===== src/hw/drc_cfg.svh =====
// Constants of the level compressor: register map, fields, timing
// Assumes inclusion by the package and by every design module
`ifndef LVL_CMP_CFG_SVH
`define LVL_CMP_CFG_SVH
// Register indices; the byte address is four times the index
`define IDX_CTRL_A 8'h7B
`define IDX_CTRL_B 8'h7C
`define IDX_CTRL_C 8'h7D
`define IDX_CTRL_D 8'h7E
`define IDX_STATUS 8'h7F
// Register reset values
`define RST_CTRL_A 16'h0F11
`define RST_CTRL_B 16'h0000
`define RST_CTRL_C 16'h0484
`define RST_CTRL_D 16'h0600
// Field positions
`define ON_BIT 15
`define PATH_BIT 14
`define FLOOR_F 3:2
`define CEIL_F 1:0
`define ATT_F 15:12
`define REL_F 11:8
`define KNEE_F 7:2
`define KOUT_F 15:11
`define USLOPE_F 10:8
`define LSLOPE_F 15:13
`define INIT_F 12:8
// Field limits and codes
`define KNEE_MAX 6'h3C
`define KOUT_MAX 5'h1E
`define USLOPE_ZERO 3'h5
`define LSLOPE_ZERO 3'h4
`define ATT_MIN 4'h1
`define ATT_MAX 4'hB
`define REL_MAX 4'h8
`define INIT_UNITY 5'h06
// Gain arithmetic in 0.75 dB units
`define INIT_STEP 10'sh004
`define FLOOR_STEP 10'sh008
`define CEIL_0 10'sh010
`define CEIL_1 10'sh018
`define CEIL_2 10'sh020
`define CEIL_3 10'sh030
`define GAIN_ONE 10'sh001
`define SHIFT_BIAS 10'sh003
`define FRAC_BITS 17
`define FRAC_0 16'sh4000
`define FRAC_1 16'sh45CB
`define FRAC_2 16'sh4C1C
`define FRAC_3 16'sh52FF
`define FRAC_4 16'sh5A82
`define FRAC_5 16'sh62B4
`define FRAC_6 16'sh6BA2
`define FRAC_7 16'sh7560
`define PCM_MAX 16'sh7FFF
`define PCM_MIN 16'sh8000
// Level meter
`define AVG_SHIFT 6
`define MS_TOP 30
`define LVL_PER_BIT 8'h04
// Timing: sample rate and time per 6 dB at the lowest code
`define SAMPLE_HZ 64'd48000
`define ATTACK_BASE_NS 64'd181000
`define RELEASE_BASE_NS 64'd186000000
`define NS_PER_S 64'd1000000000
`define STEPS_6DB 64'd8
// Widths
`define SAMPLE_W 16
`define FIFO_DEPTH 8
`define FIFO_AW 3
`endif


===== src/hw/drc_pkg.sv =====
// Types shared by the level compressor design files
// Assumes drc_cfg.svh on the include path
`include "drc_cfg.svh"
package level_pkg;
    typedef logic signed [`SAMPLE_W-1:0] pcm_t;
    typedef logic signed [9:0] gain_t;
    typedef struct packed {
        logic valid;
        pcm_t pcm;
    } sample_s;
    typedef struct packed {
        logic        cyc;
        logic        stb;
        logic        we;
        logic [9:0]  adr;
        logic [3:0]  sel;
        logic [31:0] dat;
    } wb_req_s;
    typedef struct packed {
        logic        ack;
        logic [31:0] dat;
    } wb_rsp_s;
endpackage


===== src/hw/level_compressor.sv =====
// Level compressor: register file, gain tracker and sample paths
// Assumes a classic Wishbone master and stream partners on ref_clk
//
// Behaviour
// - Gain control acts only while enabled
// - Path select bit picks record or playback
// - Knee splits upper and lower compression regions
// - Slope one keeps gain, zero holds output
// - Full-scale output follows knee minus slope
// - Knee threshold in 0.75 dB steps
// - Knee output level in 0.75 dB steps
// - Upper slope code decode, reset one sixteenth
// - Lower slope code decode, reset unity
// - Gain never below programmed floor
// - Gain never above programmed ceiling
// - Decisions use averaged RMS level
// - Loud lowers gain, quiet raises gain
// - Attack time doubles per code step
// - Release time doubles per code step
// - Enable loads startup gain value
//
// Design decision made here: the Wishbone slave port.
`timescale 1ns/1ps
`include "drc_cfg.svh"
module level_compressor (
    // Clock and reset
    input  wire logic           ref_clk,
    input  wire logic           rst_b,
    // Wishbone slave
    input  level_pkg::wb_req_s  wbReq,
    output level_pkg::wb_rsp_s  wbRsp,
    // Record path
    input  level_pkg::sample_s  recIn,
    output logic                recInReady,
    output level_pkg::sample_s  recOut,
    input  wire logic           recOutReady,
    // Playback path
    input  level_pkg::sample_s  playIn,
    output logic                playInReady,
    output level_pkg::sample_s  playOut,
    input  wire logic           playOutReady
);
    import level_pkg::*;

    // ************************************************************
    // Constants
    // ************************************************************
    localparam logic [19:0] ATT_SMP = 20'((`ATTACK_BASE_NS * `SAMPLE_HZ)
        / (`NS_PER_S * `STEPS_6DB));
    localparam logic [19:0] REL_SMP = 20'((`RELEASE_BASE_NS * `SAMPLE_HZ)
        / (`NS_PER_S * `STEPS_6DB));

    // ************************************************************
    // Declarations
    // ************************************************************
    logic [1:0]  rstSyncQ;
    logic        rstN;
    logic [15:0] ctrlAQ;
    logic [15:0] ctrlBQ;
    logic [15:0] ctrlCQ;
    logic [15:0] ctrlDQ;
    logic        ackQ;
    logic [31:0] rdatQ;
    logic [15:0] rdMux;
    logic [7:0]  idx;
    logic        reqLive;
    logic        wrHit;
    logic        on;
    logic        playSel;
    logic        onQ;
    sample_s     actIn;
    logic        actOutReady;
    logic        fifoInReady;
    logic        fifoOutValid;
    pcm_t        fifoOutPcm;
    pcm_t        gained;
    logic        fire;
    logic [7:0]  level;
    logic [5:0]  knee;
    logic [4:0]  kout;
    gain_t       diff;
    gain_t       outAtt;
    gain_t       tgt;
    gain_t       floorG;
    gain_t       ceilG;
    gain_t       initG;
    gain_t       gainQ;
    logic [3:0]  attCode;
    logic [3:0]  relCode;
    logic        attOk;
    logic        relOk;
    logic [19:0] attLim;
    logic [19:0] relLim;
    logic [19:0] stepCntQ;
    logic        down;
    logic        up;
    logic        stepDue;

    // ************************************************************
    // Functions
    // ************************************************************
    // Byte-lane merge of a 16-bit register
    function automatic logic [15:0] merge(input logic [15:0] old,
                                          input logic [31:0] d,
                                          input logic [3:0]  sel);
        return {sel[1] ? d[15:8] : old[15:8], sel[0] ? d[7:0] : old[7:0]};
    endfunction

    // Slope as a right shift; the zero code and above hold the output
    function automatic gain_t slope(input gain_t d, input logic [2:0] code,
                                    input logic [2:0] zero);
        if (code >= zero) return '0;
        return d >>> code;
    endfunction

    // Hold a gain between floor and ceiling
    function automatic gain_t clampG(input gain_t g, input gain_t lo,
                                     input gain_t hi);
        if (g < lo) return lo;
        if (g > hi) return hi;
        return g;
    endfunction

    // Multiply a sample by 2^(g/8) with saturation
    function automatic pcm_t applyGain(input pcm_t x, input gain_t g);
        logic signed [15:0] f;
        logic signed [31:0] p;
        logic signed [47:0] w;
        logic [3:0]         sh;
        unique case (g[2:0])
            3'h0: f = `FRAC_0;
            3'h1: f = `FRAC_1;
            3'h2: f = `FRAC_2;
            3'h3: f = `FRAC_3;
            3'h4: f = `FRAC_4;
            3'h5: f = `FRAC_5;
            3'h6: f = `FRAC_6;
            3'h7: f = `FRAC_7;
        endcase
        p  = x * f;
        sh = 4'((g >>> 3) + `SHIFT_BIAS);
        w  = (48'(p) <<< sh) >>> `FRAC_BITS;
        if (w > 48'(`PCM_MAX)) return `PCM_MAX;
        if (w < 48'(`PCM_MIN)) return `PCM_MIN;
        return w[15:0];
    endfunction

    // ************************************************************
    // Reset release
    // ************************************************************
    // Two-flop release of the asynchronous reset
    always_ff @(posedge ref_clk or negedge rst_b) begin
        if (!rst_b) rstSyncQ <= 2'h0;
        else rstSyncQ <= {rstSyncQ[0], 1'b1};
    end
    assign rstN = rstSyncQ[1];

    // ************************************************************
    // Wishbone slave
    // ************************************************************
    assign idx     = wbReq.adr[9:2];
    assign reqLive = wbReq.cyc & wbReq.stb;
    assign wrHit   = reqLive & wbReq.we & ackQ;
    assign wbRsp   = {ackQ, rdatQ};

    // Ack one cycle after the request, dropped the cycle after
    always_ff @(posedge ref_clk or negedge rstN) begin
        if (!rstN) ackQ <= 1'b0;
        else ackQ <= reqLive & ~ackQ;
    end

    // Read mux; unmapped words read zero
    always_comb begin
        unique case (idx)
            `IDX_CTRL_A: rdMux = ctrlAQ;
            `IDX_CTRL_B: rdMux = ctrlBQ;
            `IDX_CTRL_C: rdMux = ctrlCQ;
            `IDX_CTRL_D: rdMux = ctrlDQ;
            `IDX_STATUS: rdMux = {gainQ[7:0], level};
            default:     rdMux = 16'h0000;
        endcase
    end

    // Read data captured before the ack
    always_ff @(posedge ref_clk or negedge rstN) begin
        if (!rstN) rdatQ <= '0;
        else if (reqLive && !ackQ) rdatQ <= {16'h0000, rdMux};
    end

    // Control registers, written at the ack edge
    always_ff @(posedge ref_clk or negedge rstN) begin
        if (!rstN) begin
            ctrlAQ <= `RST_CTRL_A;
            ctrlBQ <= `RST_CTRL_B;
            ctrlCQ <= `RST_CTRL_C;
            ctrlDQ <= `RST_CTRL_D;
        end else if (wrHit) begin
            unique case (idx)
                `IDX_CTRL_A: ctrlAQ <= merge(ctrlAQ, wbReq.dat, wbReq.sel);
                `IDX_CTRL_B: ctrlBQ <= merge(ctrlBQ, wbReq.dat, wbReq.sel);
                `IDX_CTRL_C: ctrlCQ <= merge(ctrlCQ, wbReq.dat, wbReq.sel);
                `IDX_CTRL_D: ctrlDQ <= merge(ctrlDQ, wbReq.dat, wbReq.sel);
                default: ;
            endcase
        end
    end

    // ************************************************************
    // Sample paths
    // ************************************************************
    assign on          = ctrlAQ[`ON_BIT];
    assign playSel     = ctrlAQ[`PATH_BIT];
    assign actIn       = playSel ? playIn : recIn;
    assign actOutReady = playSel ? playOutReady : recOutReady;
    assign fire        = on & actIn.valid & fifoInReady;
    assign gained      = applyGain(actIn.pcm, gainQ);

    // Only the selected path is routed through the gain stage
    always_comb begin
        recOut      = recIn;
        playOut     = playIn;
        recInReady  = recOutReady;
        playInReady = playOutReady;
        if (on && !playSel) begin
            recOut     = {fifoOutValid, fifoOutPcm};
            recInReady = fifoInReady;
        end
        if (on && playSel) begin
            playOut     = {fifoOutValid, fifoOutPcm};
            playInReady = fifoInReady;
        end
    end

    // Output buffer of the processed path, flushed while off
    sample_fifo #(
        .W     (`SAMPLE_W),
        .DEPTH (`FIFO_DEPTH),
        .AW    (`FIFO_AW)
    ) outBuf (
        .ref_clk  (ref_clk),
        .rst_b    (rstN),
        .clr      (~on),
        .inValid  (on & actIn.valid),
        .inReady  (fifoInReady),
        .inData   (gained),
        .outValid (fifoOutValid),
        .outReady (on & actOutReady),
        .outData  (fifoOutPcm)
    );

    // Averaged level of the selected path
    level_meter meter (
        .ref_clk (ref_clk),
        .rst_b   (rstN),
        .fire    (fire),
        .pcm     (actIn.pcm),
        .level   (level)
    );

    // ************************************************************
    // Compression curve
    // ************************************************************
    // Knee, slopes and gain limits decoded from the control words
    always_comb begin
        knee = (ctrlBQ[`KNEE_F] > `KNEE_MAX) ? `KNEE_MAX : ctrlBQ[`KNEE_F];
        kout = (ctrlCQ[`KOUT_F] > `KOUT_MAX) ? `KOUT_MAX : ctrlCQ[`KOUT_F];
        diff = $signed({4'h0, knee}) - $signed({2'h0, level});
        if (diff >= 0) begin
            // Louder than the knee: upper slope
            outAtt = $signed({5'h00, kout})
                - slope(diff, ctrlCQ[`USLOPE_F], `USLOPE_ZERO);
        end else begin
            // Quieter than the knee: lower slope
            outAtt = $signed({5'h00, kout})
                + slope(-diff, ctrlDQ[`LSLOPE_F], `LSLOPE_ZERO);
        end
        floorG = -($signed({8'h00, ctrlAQ[`FLOOR_F]}) * `FLOOR_STEP);
        unique case (ctrlAQ[`CEIL_F])
            2'h0: ceilG = `CEIL_0;
            2'h1: ceilG = `CEIL_1;
            2'h2: ceilG = `CEIL_2;
            2'h3: ceilG = `CEIL_3;
        endcase
        // Gain that brings the level onto the curve
        tgt = clampG($signed({2'h0, level}) - outAtt, floorG, ceilG);
    end

    // ************************************************************
    // Gain tracker
    // ************************************************************
    assign attCode = ctrlBQ[`ATT_F];
    assign relCode = ctrlBQ[`REL_F];
    assign attOk   = (attCode >= `ATT_MIN) && (attCode <= `ATT_MAX);
    assign relOk   = (relCode <= `REL_MAX);
    assign attLim  = ATT_SMP << (attCode - `ATT_MIN);
    assign relLim  = REL_SMP << relCode;
    assign down    = gainQ > tgt;
    assign up      = gainQ < tgt;
    assign initG   = ($signed({5'h00, ctrlDQ[`INIT_F]})
        - $signed({5'h00, `INIT_UNITY})) * `INIT_STEP;
    assign stepDue = fire && (down ? attOk && (stepCntQ + 1'b1 >= attLim)
                                   : up && relOk
                                        && (stepCntQ + 1'b1 >= relLim));

    // Enable edge detect
    always_ff @(posedge ref_clk or negedge rstN) begin
        if (!rstN) onQ <= 1'b0;
        else onQ <= on;
    end
    // Samples since the last gain step
    always_ff @(posedge ref_clk or negedge rstN) begin
        if (!rstN) stepCntQ <= '0;
        else if (!on || (!down && !up)) stepCntQ <= '0;
        else if (fire) stepCntQ <= stepDue ? '0 : stepCntQ + 1'b1;
    end

    // Working gain, one step per due sample, clamped to the limits each cycle while on
    always_ff @(posedge ref_clk or negedge rstN) begin
        if (!rstN) gainQ <= '0;
        else if (on && !onQ) gainQ <= clampG(initG, floorG, ceilG);
        else if (on) begin
            if (stepDue && down)
                gainQ <= clampG(gainQ - `GAIN_ONE, floorG, ceilG);
            else if (stepDue && up)
                gainQ <= clampG(gainQ + `GAIN_ONE, floorG, ceilG);
            else
                gainQ <= clampG(gainQ, floorG, ceilG);
        end
    end
endmodule


===== src/hw/level_meter.sv =====
// Mean-square level meter giving attenuation in 0.75 dB units
// Assumes fire marks each sample taken on the active path
`timescale 1ns/1ps
`include "drc_cfg.svh"
module level_meter (
    // Clock and reset
    input  wire logic         ref_clk,
    input  wire logic         rst_b,
    // Samples
    input  wire logic         fire,
    input  level_pkg::pcm_t   pcm,
    // Level below full scale
    output logic [7:0]        level
);
    import level_pkg::*;
    logic signed [31:0] sq;
    logic [31:0]        msQ;
    logic [4:0]         top;

    assign sq = pcm * pcm;

    // Leaky average of the squared sample
    always_ff @(posedge ref_clk or negedge rst_b) begin
        if (!rst_b) msQ <= '0;
        else if (fire)
            msQ <= msQ + (unsigned'(sq) >> `AVG_SHIFT) - (msQ >> `AVG_SHIFT);
    end

    // Highest set bit: each bit of power is about 3 dB
    always_comb begin
        top = '0;
        for (int i = 0; i <= `MS_TOP; i++) begin
            if (msQ[i]) top = 5'(i);
        end
    end

    // Registered level
    always_ff @(posedge ref_clk or negedge rst_b) begin
        if (!rst_b) level <= '0;
        else level <= 8'(5'(`MS_TOP) - top) * `LVL_PER_BIT;
    end
endmodule


===== src/hw/sample_fifo.sv =====
// Sample FIFO with valid and ready on both sides
// Assumes one clock and a synchronous clear from the owner
`timescale 1ns/1ps
`include "drc_cfg.svh"
module sample_fifo #(
    parameter int W     = `SAMPLE_W,
    parameter int DEPTH = `FIFO_DEPTH,
    parameter int AW    = `FIFO_AW
) (
    // Clock and reset
    input  wire logic         ref_clk,
    input  wire logic         rst_b,
    input  wire logic         clr,
    // Fill side
    input  wire logic         inValid,
    output logic              inReady,
    input  wire logic [W-1:0] inData,
    // Drain side
    output logic              outValid,
    input  wire logic         outReady,
    output logic [W-1:0]      outData
);
    logic [W-1:0]  memQ [DEPTH];
    logic [AW-1:0] wrQ;
    logic [AW-1:0] rdQ;
    logic [AW:0]   cntQ;
    logic          wrFire;
    logic          rdFire;

    // Full and empty from the occupancy count
    assign inReady  = (cntQ != (AW+1)'(DEPTH));
    assign outValid = (cntQ != '0);
    assign wrFire   = inValid & inReady;
    assign rdFire   = outValid & outReady;
    assign outData  = memQ[rdQ];

    // Storage
    always_ff @(posedge ref_clk) begin
        if (wrFire) memQ[wrQ] <= inData;
    end

    // Pointers and count
    always_ff @(posedge ref_clk or negedge rst_b) begin
        if (!rst_b) begin
            wrQ  <= '0;
            rdQ  <= '0;
            cntQ <= '0;
        end else if (clr) begin
            wrQ  <= '0;
            rdQ  <= '0;
            cntQ <= '0;
        end else begin
            if (wrFire) wrQ <= (wrQ == AW'(DEPTH-1)) ? '0 : wrQ + 1'b1;
            if (rdFire) rdQ <= (rdQ == AW'(DEPTH-1)) ? '0 : rdQ + 1'b1;
            cntQ <= cntQ + (AW+1)'(wrFire) - (AW+1)'(rdFire);
        end
    end
endmodule


===== config.mk =====
export PLATFORM = sky130hd
export DESIGN_NAME = level_compressor
export DESIGN_NICKNAME = d
export VERILOG_FILES = /design/src/hw/drc_pkg.sv /design/src/hw/level_compressor.sv /design/src/hw/level_meter.sv /design/src/hw/sample_fifo.sv
export VERILOG_INCLUDE_DIRS = /design/src /design/src/hw
export SDC_FILE = /design/constraint.sdc
export NUM_CORES = 2
export LEC_CHECK = 0
export ABC_AREA = 0
export ABC_CLOCK_PERIOD_IN_PS = 5900
export BUFFER_PORTS_ARGS = -buffer_cell sky130_fd_sc_hd__clkbuf_2
export CORE_ASPECT_RATIO = 1.25
export CORE_MARGIN = 3
export CORE_UTILIZATION = 50
export DETAILED_ROUTE_END_ITERATION = 12
export HOLD_SLACK_MARGIN = 0.06
export MAX_ROUTING_LAYER = met4
export PLACE_DENSITY_LB_ADDON = 0.25
export SLEW_MARGIN = 20
export SYNTH_ARGS = -nofsm -noshare
export SYNTH_HDL_FRONTEND = slang
export SYNTH_SLANG_ARGS = --single-unit

===== constraint.sdc =====
create_clock -name ref_clk -period 5.9 [get_ports ref_clk]
set_input_delay 0.59 -clock ref_clk [delete_from_list [all_inputs] [get_ports ref_clk]]
set_output_delay 0.59 -clock ref_clk [all_outputs]
set_load 0.05 [all_outputs]

==> impl_metrics.csv <==
group,metric,value,unit
status,status,"finished with violations",
status,violations,"negative setup slack",
timing,grt_setup_unrepaired,"yes",
die,io_pins,156,
route,wl,113000,um
cells_and_area,drive_above_1_share,28.8,%
logic_synthesis,synth_top_area_share,25.9,%
cells_and_area,nNetsFinal,5988,
clocking,clkSlewWorstSetupHoldPaths,0.06,ns
global_routing,grt_start_max_net_pins,161,
die,dieArea,82700,um^2
worst_setup_path,cpPeakStageDelay,0.57,ns
timing,fin_ws,-3.15,ns
worst_setup_path,crit_fanout,7,
logic_synthesis,ys_top_cells_by_area,"fa_1, ha_1, edfxtp_1",
global_routing,grt_remaining_overflow,0,
timing,worst_slew_pin_slew,1.07,ns
cells_and_area,seqCellArea,7920,um^2
logic_synthesis,ys_seq_elements,290,
route,dr.pass1.iters,6,
worst_setup_path,cp_data_arrival_time,9.54,ns
logic_synthesis,yosys_warnings,0,
route,drtIter0Drc,2011,
route,vias_per_cell,5.43,
timing,drv_slew,0,
logic_synthesis,synth_compound_area_share,11.8,%
timing,layout_min_cycle_time,9.05,ns
timing,hold_viol,0,
global_routing,first_global_vias,35312,
die,core_area,77900,um^2
worst_setup_path,cpLargestDelayFamily,"adder cells",
min_path,min_path_type,"primary input to flip-flop",
worst_setup_path,critPathBufInv,7,
route,ant_nets,0,
logic_synthesis,synth_top_family_by_area,"adder cells",
route,drc,0,
clocking,cts_root_buf,"clkbuf_16",
placement,gp_congestion,0.951,
timing,slew_headroom,28.9,%
logic_synthesis,synth-xor-area-share,3.24,%
logic_synthesis,synthAdderAreaFrac,36.3,%
worst_setup_path,cp-start-kind,"flip-flop",
logic_synthesis,synthMuxAreaShare,6.46,%
timing,finClkSkew,0.0160,ns
die,die_y,321,um
clocking,clock_latency,0.60,ns
global_routing,grtUsageTotal,28.3,%
clocking,cts-buffers-inserted,31,
global_routing,antenna_found_initial,1,
logic_synthesis,synth-edff-count,128,
clocking,ctsLongestPathBuffers,3,
die,initial_core_util,50.9,%
logic_synthesis,synth_ff_type,"dfrtp_1",
cells_and_area,n_antenna_cell,0,
clocking,cts.sinks,290,
logic_synthesis,async_flop_share,55.9,%
clocking,cts_tree,"done",
logic_synthesis,yosys.area_share.simple,13.6,%
timing,period_share,153,%
logic_synthesis,yosys.area.top_type,"fa_1",
die,die_w,258,um
logic_synthesis,synth_area,39600,um^2
timing,clock.fmax,110,MHz
route,vias,33256,
cells_and_area,finish.utilization,65.0,%
logic_synthesis,synth_area_per_cell,9.31,um^2
cells_and_area,multi_input_area,30400,um^2
worst_setup_path,slowest_stage,"fa_2",
logic_synthesis,syn_inst,4254,
logic_synthesis,yosysUniqueCellTypes,102,
worst_setup_path,required,6.38,ns
route,wire_per_inst,18.4,um
placement,place_hpwl,91300,um
timing,setup_violations,189,
worst_setup_path,path_class,"flip-flop to flip-flop",
worst_setup_path,cp-end-kind,"flip-flop",
flow_run,maxCapViolations,0,
cells_and_area,fill_cells,6359,
placement,port_buffers,119,
clocking,htreeDepth,1,
logic_synthesis,ys_seq_area_share,20.0,%
global_routing,grt_pass1_wl,182000,um
die,rows,114,
cells_and_area,layout-area-overhead-vs-synth,27.8,%
## path summary, 6_finish.rpt
path | cells after the start | start | slack (ns) | end
worst min register to register | 0 | rstSyncQ[0] | 0.35 | rstSyncQ[1]
min in group asynchronous | 2 | rst_b | 0.33 | rstSyncQ[0]
max in group asynchronous | 1 | rstSyncQ[1] | 4.67 | ctrlAQ[7]
worst max register to register | 38 | ctrlAQ[14] | -3.15 | meter.msQ[31]
worst max-delay path | 38 | ctrlAQ[14] | -3.15 | meter.msQ[31]
worst min-delay path | 3 | wbReq[9] | 0.26 | ctrlDQ[9]
## per-layer routing
layer  track usage [%]  up-vias  part of all wire [%]
met5                 -        -                     0
met4              9.98        0                   4.1
met3              3.60      262                   5.2
met2              50.4      891                    52
met1              33.0    16410                    39
li1                  -    15693                     -
## cell type report
class                   count  share of cell area (%)
flip-flops and latches    290                    15.7
inverters                 694                    5.24
repair buffers            944                    14.3
clock buffers              38                    1.60
clock inverters            20                   0.546
multi-input cells        3097                    60.1
well taps                1044                    2.58
## metrics by stage
| step | TNS [ns] | setup WS (ns) | cell area [um^2] | hold WS (ns) | cells |
|---|---|---|---|---|---|
| floorplan | -423.09 | -3.02 | 40600 | 0.294 | 4270 |
| global placement | -525.15 | -3.26 | 47400 | 0.341 | 6004 |
| detailed placement | -543.18 | -3.41 | 47400 | 0.336 | 6004 |
| CTS | -494.60 | -3.06 | 49500 | 0.214 | 6102 |
| global route | -540.99 | -3.48 | 50600 | 0.248 | 6127 |
| finish | -480.73 | -3.15 | 50600 | 0.257 | 6127 |
## cells in the final DEF, fill, tap and decap left out, drive strengths merged, types with 20 or more instances in the layout
| cell | count |
|---|---|
| mux2i | 97 |
| xnor2 | 94 |
| a21o | 46 |
| a211oi | 25 |
| or2 | 20 |
| nand4 | 30 |
| edfxtp | 128 |
| o211ai | 20 |
| nand3 | 55 |
| and2 | 63 |
| dfrtp | 151 |
| nand2b | 41 |
| nand2 | 403 |
| clkbuf | 160 |
| nor2b | 50 |
| buf | 821 |
| xor2 | 49 |
| ha | 331 |
| mux4 | 34 |
| inv | 690 |
| a31oi | 25 |
| o21a | 43 |
| nor2 | 332 |
| a21oi | 180 |
| fa | 512 |
| o22ai | 22 |
| o21ai | 206 |
| nor3 | 69 |
| mux2 | 73 |
## state kept, by name, summed over array words and instances (netlist names)
signal and count:
outBuf.wrQ 3, rdatQ 16, ctrlDQ 16, meter.level 6, ctrlBQ 16, ackQ 1, outBuf.memQ 128, meter.msQ 32
outBuf.rdQ 3, gainQ 10, rstSyncQ 2, ctrlAQ 16, onQ 1, stepCntQ 20, outBuf.cntQ 4, ctrlCQ 16
## tightest hold or removal path, stage by stage
cell      delay [ns]
clkbuf_2        0.11
nand2_1         0.07
o21ai_0         0.07
## synth_stat cells, types with 18 or more instances
master    number
a211oi_1      22
a21o_1        46
a21oi_1      179
a31oi_1       25
and2_1        63
buf_1         20
clkbuf_1     148
dfrtp_1      151
edfxtp_1     128
fa_1         512
ha_1         331
inv_1        687
mux2_2        73
mux2i_1       97
mux4_2        34
nand2_1      403
nand2b_1      41
nand3_1       55
nand4_1       30
nor2_1       330
nor2b_1       50
nor3_1        67
o211ai_1      18
o21a_1        43
o21ai_0      199
o22ai_1       22
xnor2_1       94
xor2_1        48
## logic make-up (layout without fill, tap and decap cells)
group           count (synthesis)  after routing
flops                         290            290
simple gates                 1158           1158
fa+ha+maj                     843            843
compound gates                730            730
xor+xnor                      144            144
other cells                     2             18
buf+inv                       883           1696
mux                           204            204
## timing repair
action	in CTS	in global routing
setup buffers	44	23
resized for setup	170	155
cloned	1	3
setup endpoints to repair	189	189
pin swaps	97	112
endpoints found under the hold margin	2	0
hold buffers	1	0
Power is not shown: default switching activity piles up to over one toggle a cycle in this logic, so the estimate is an artifact.
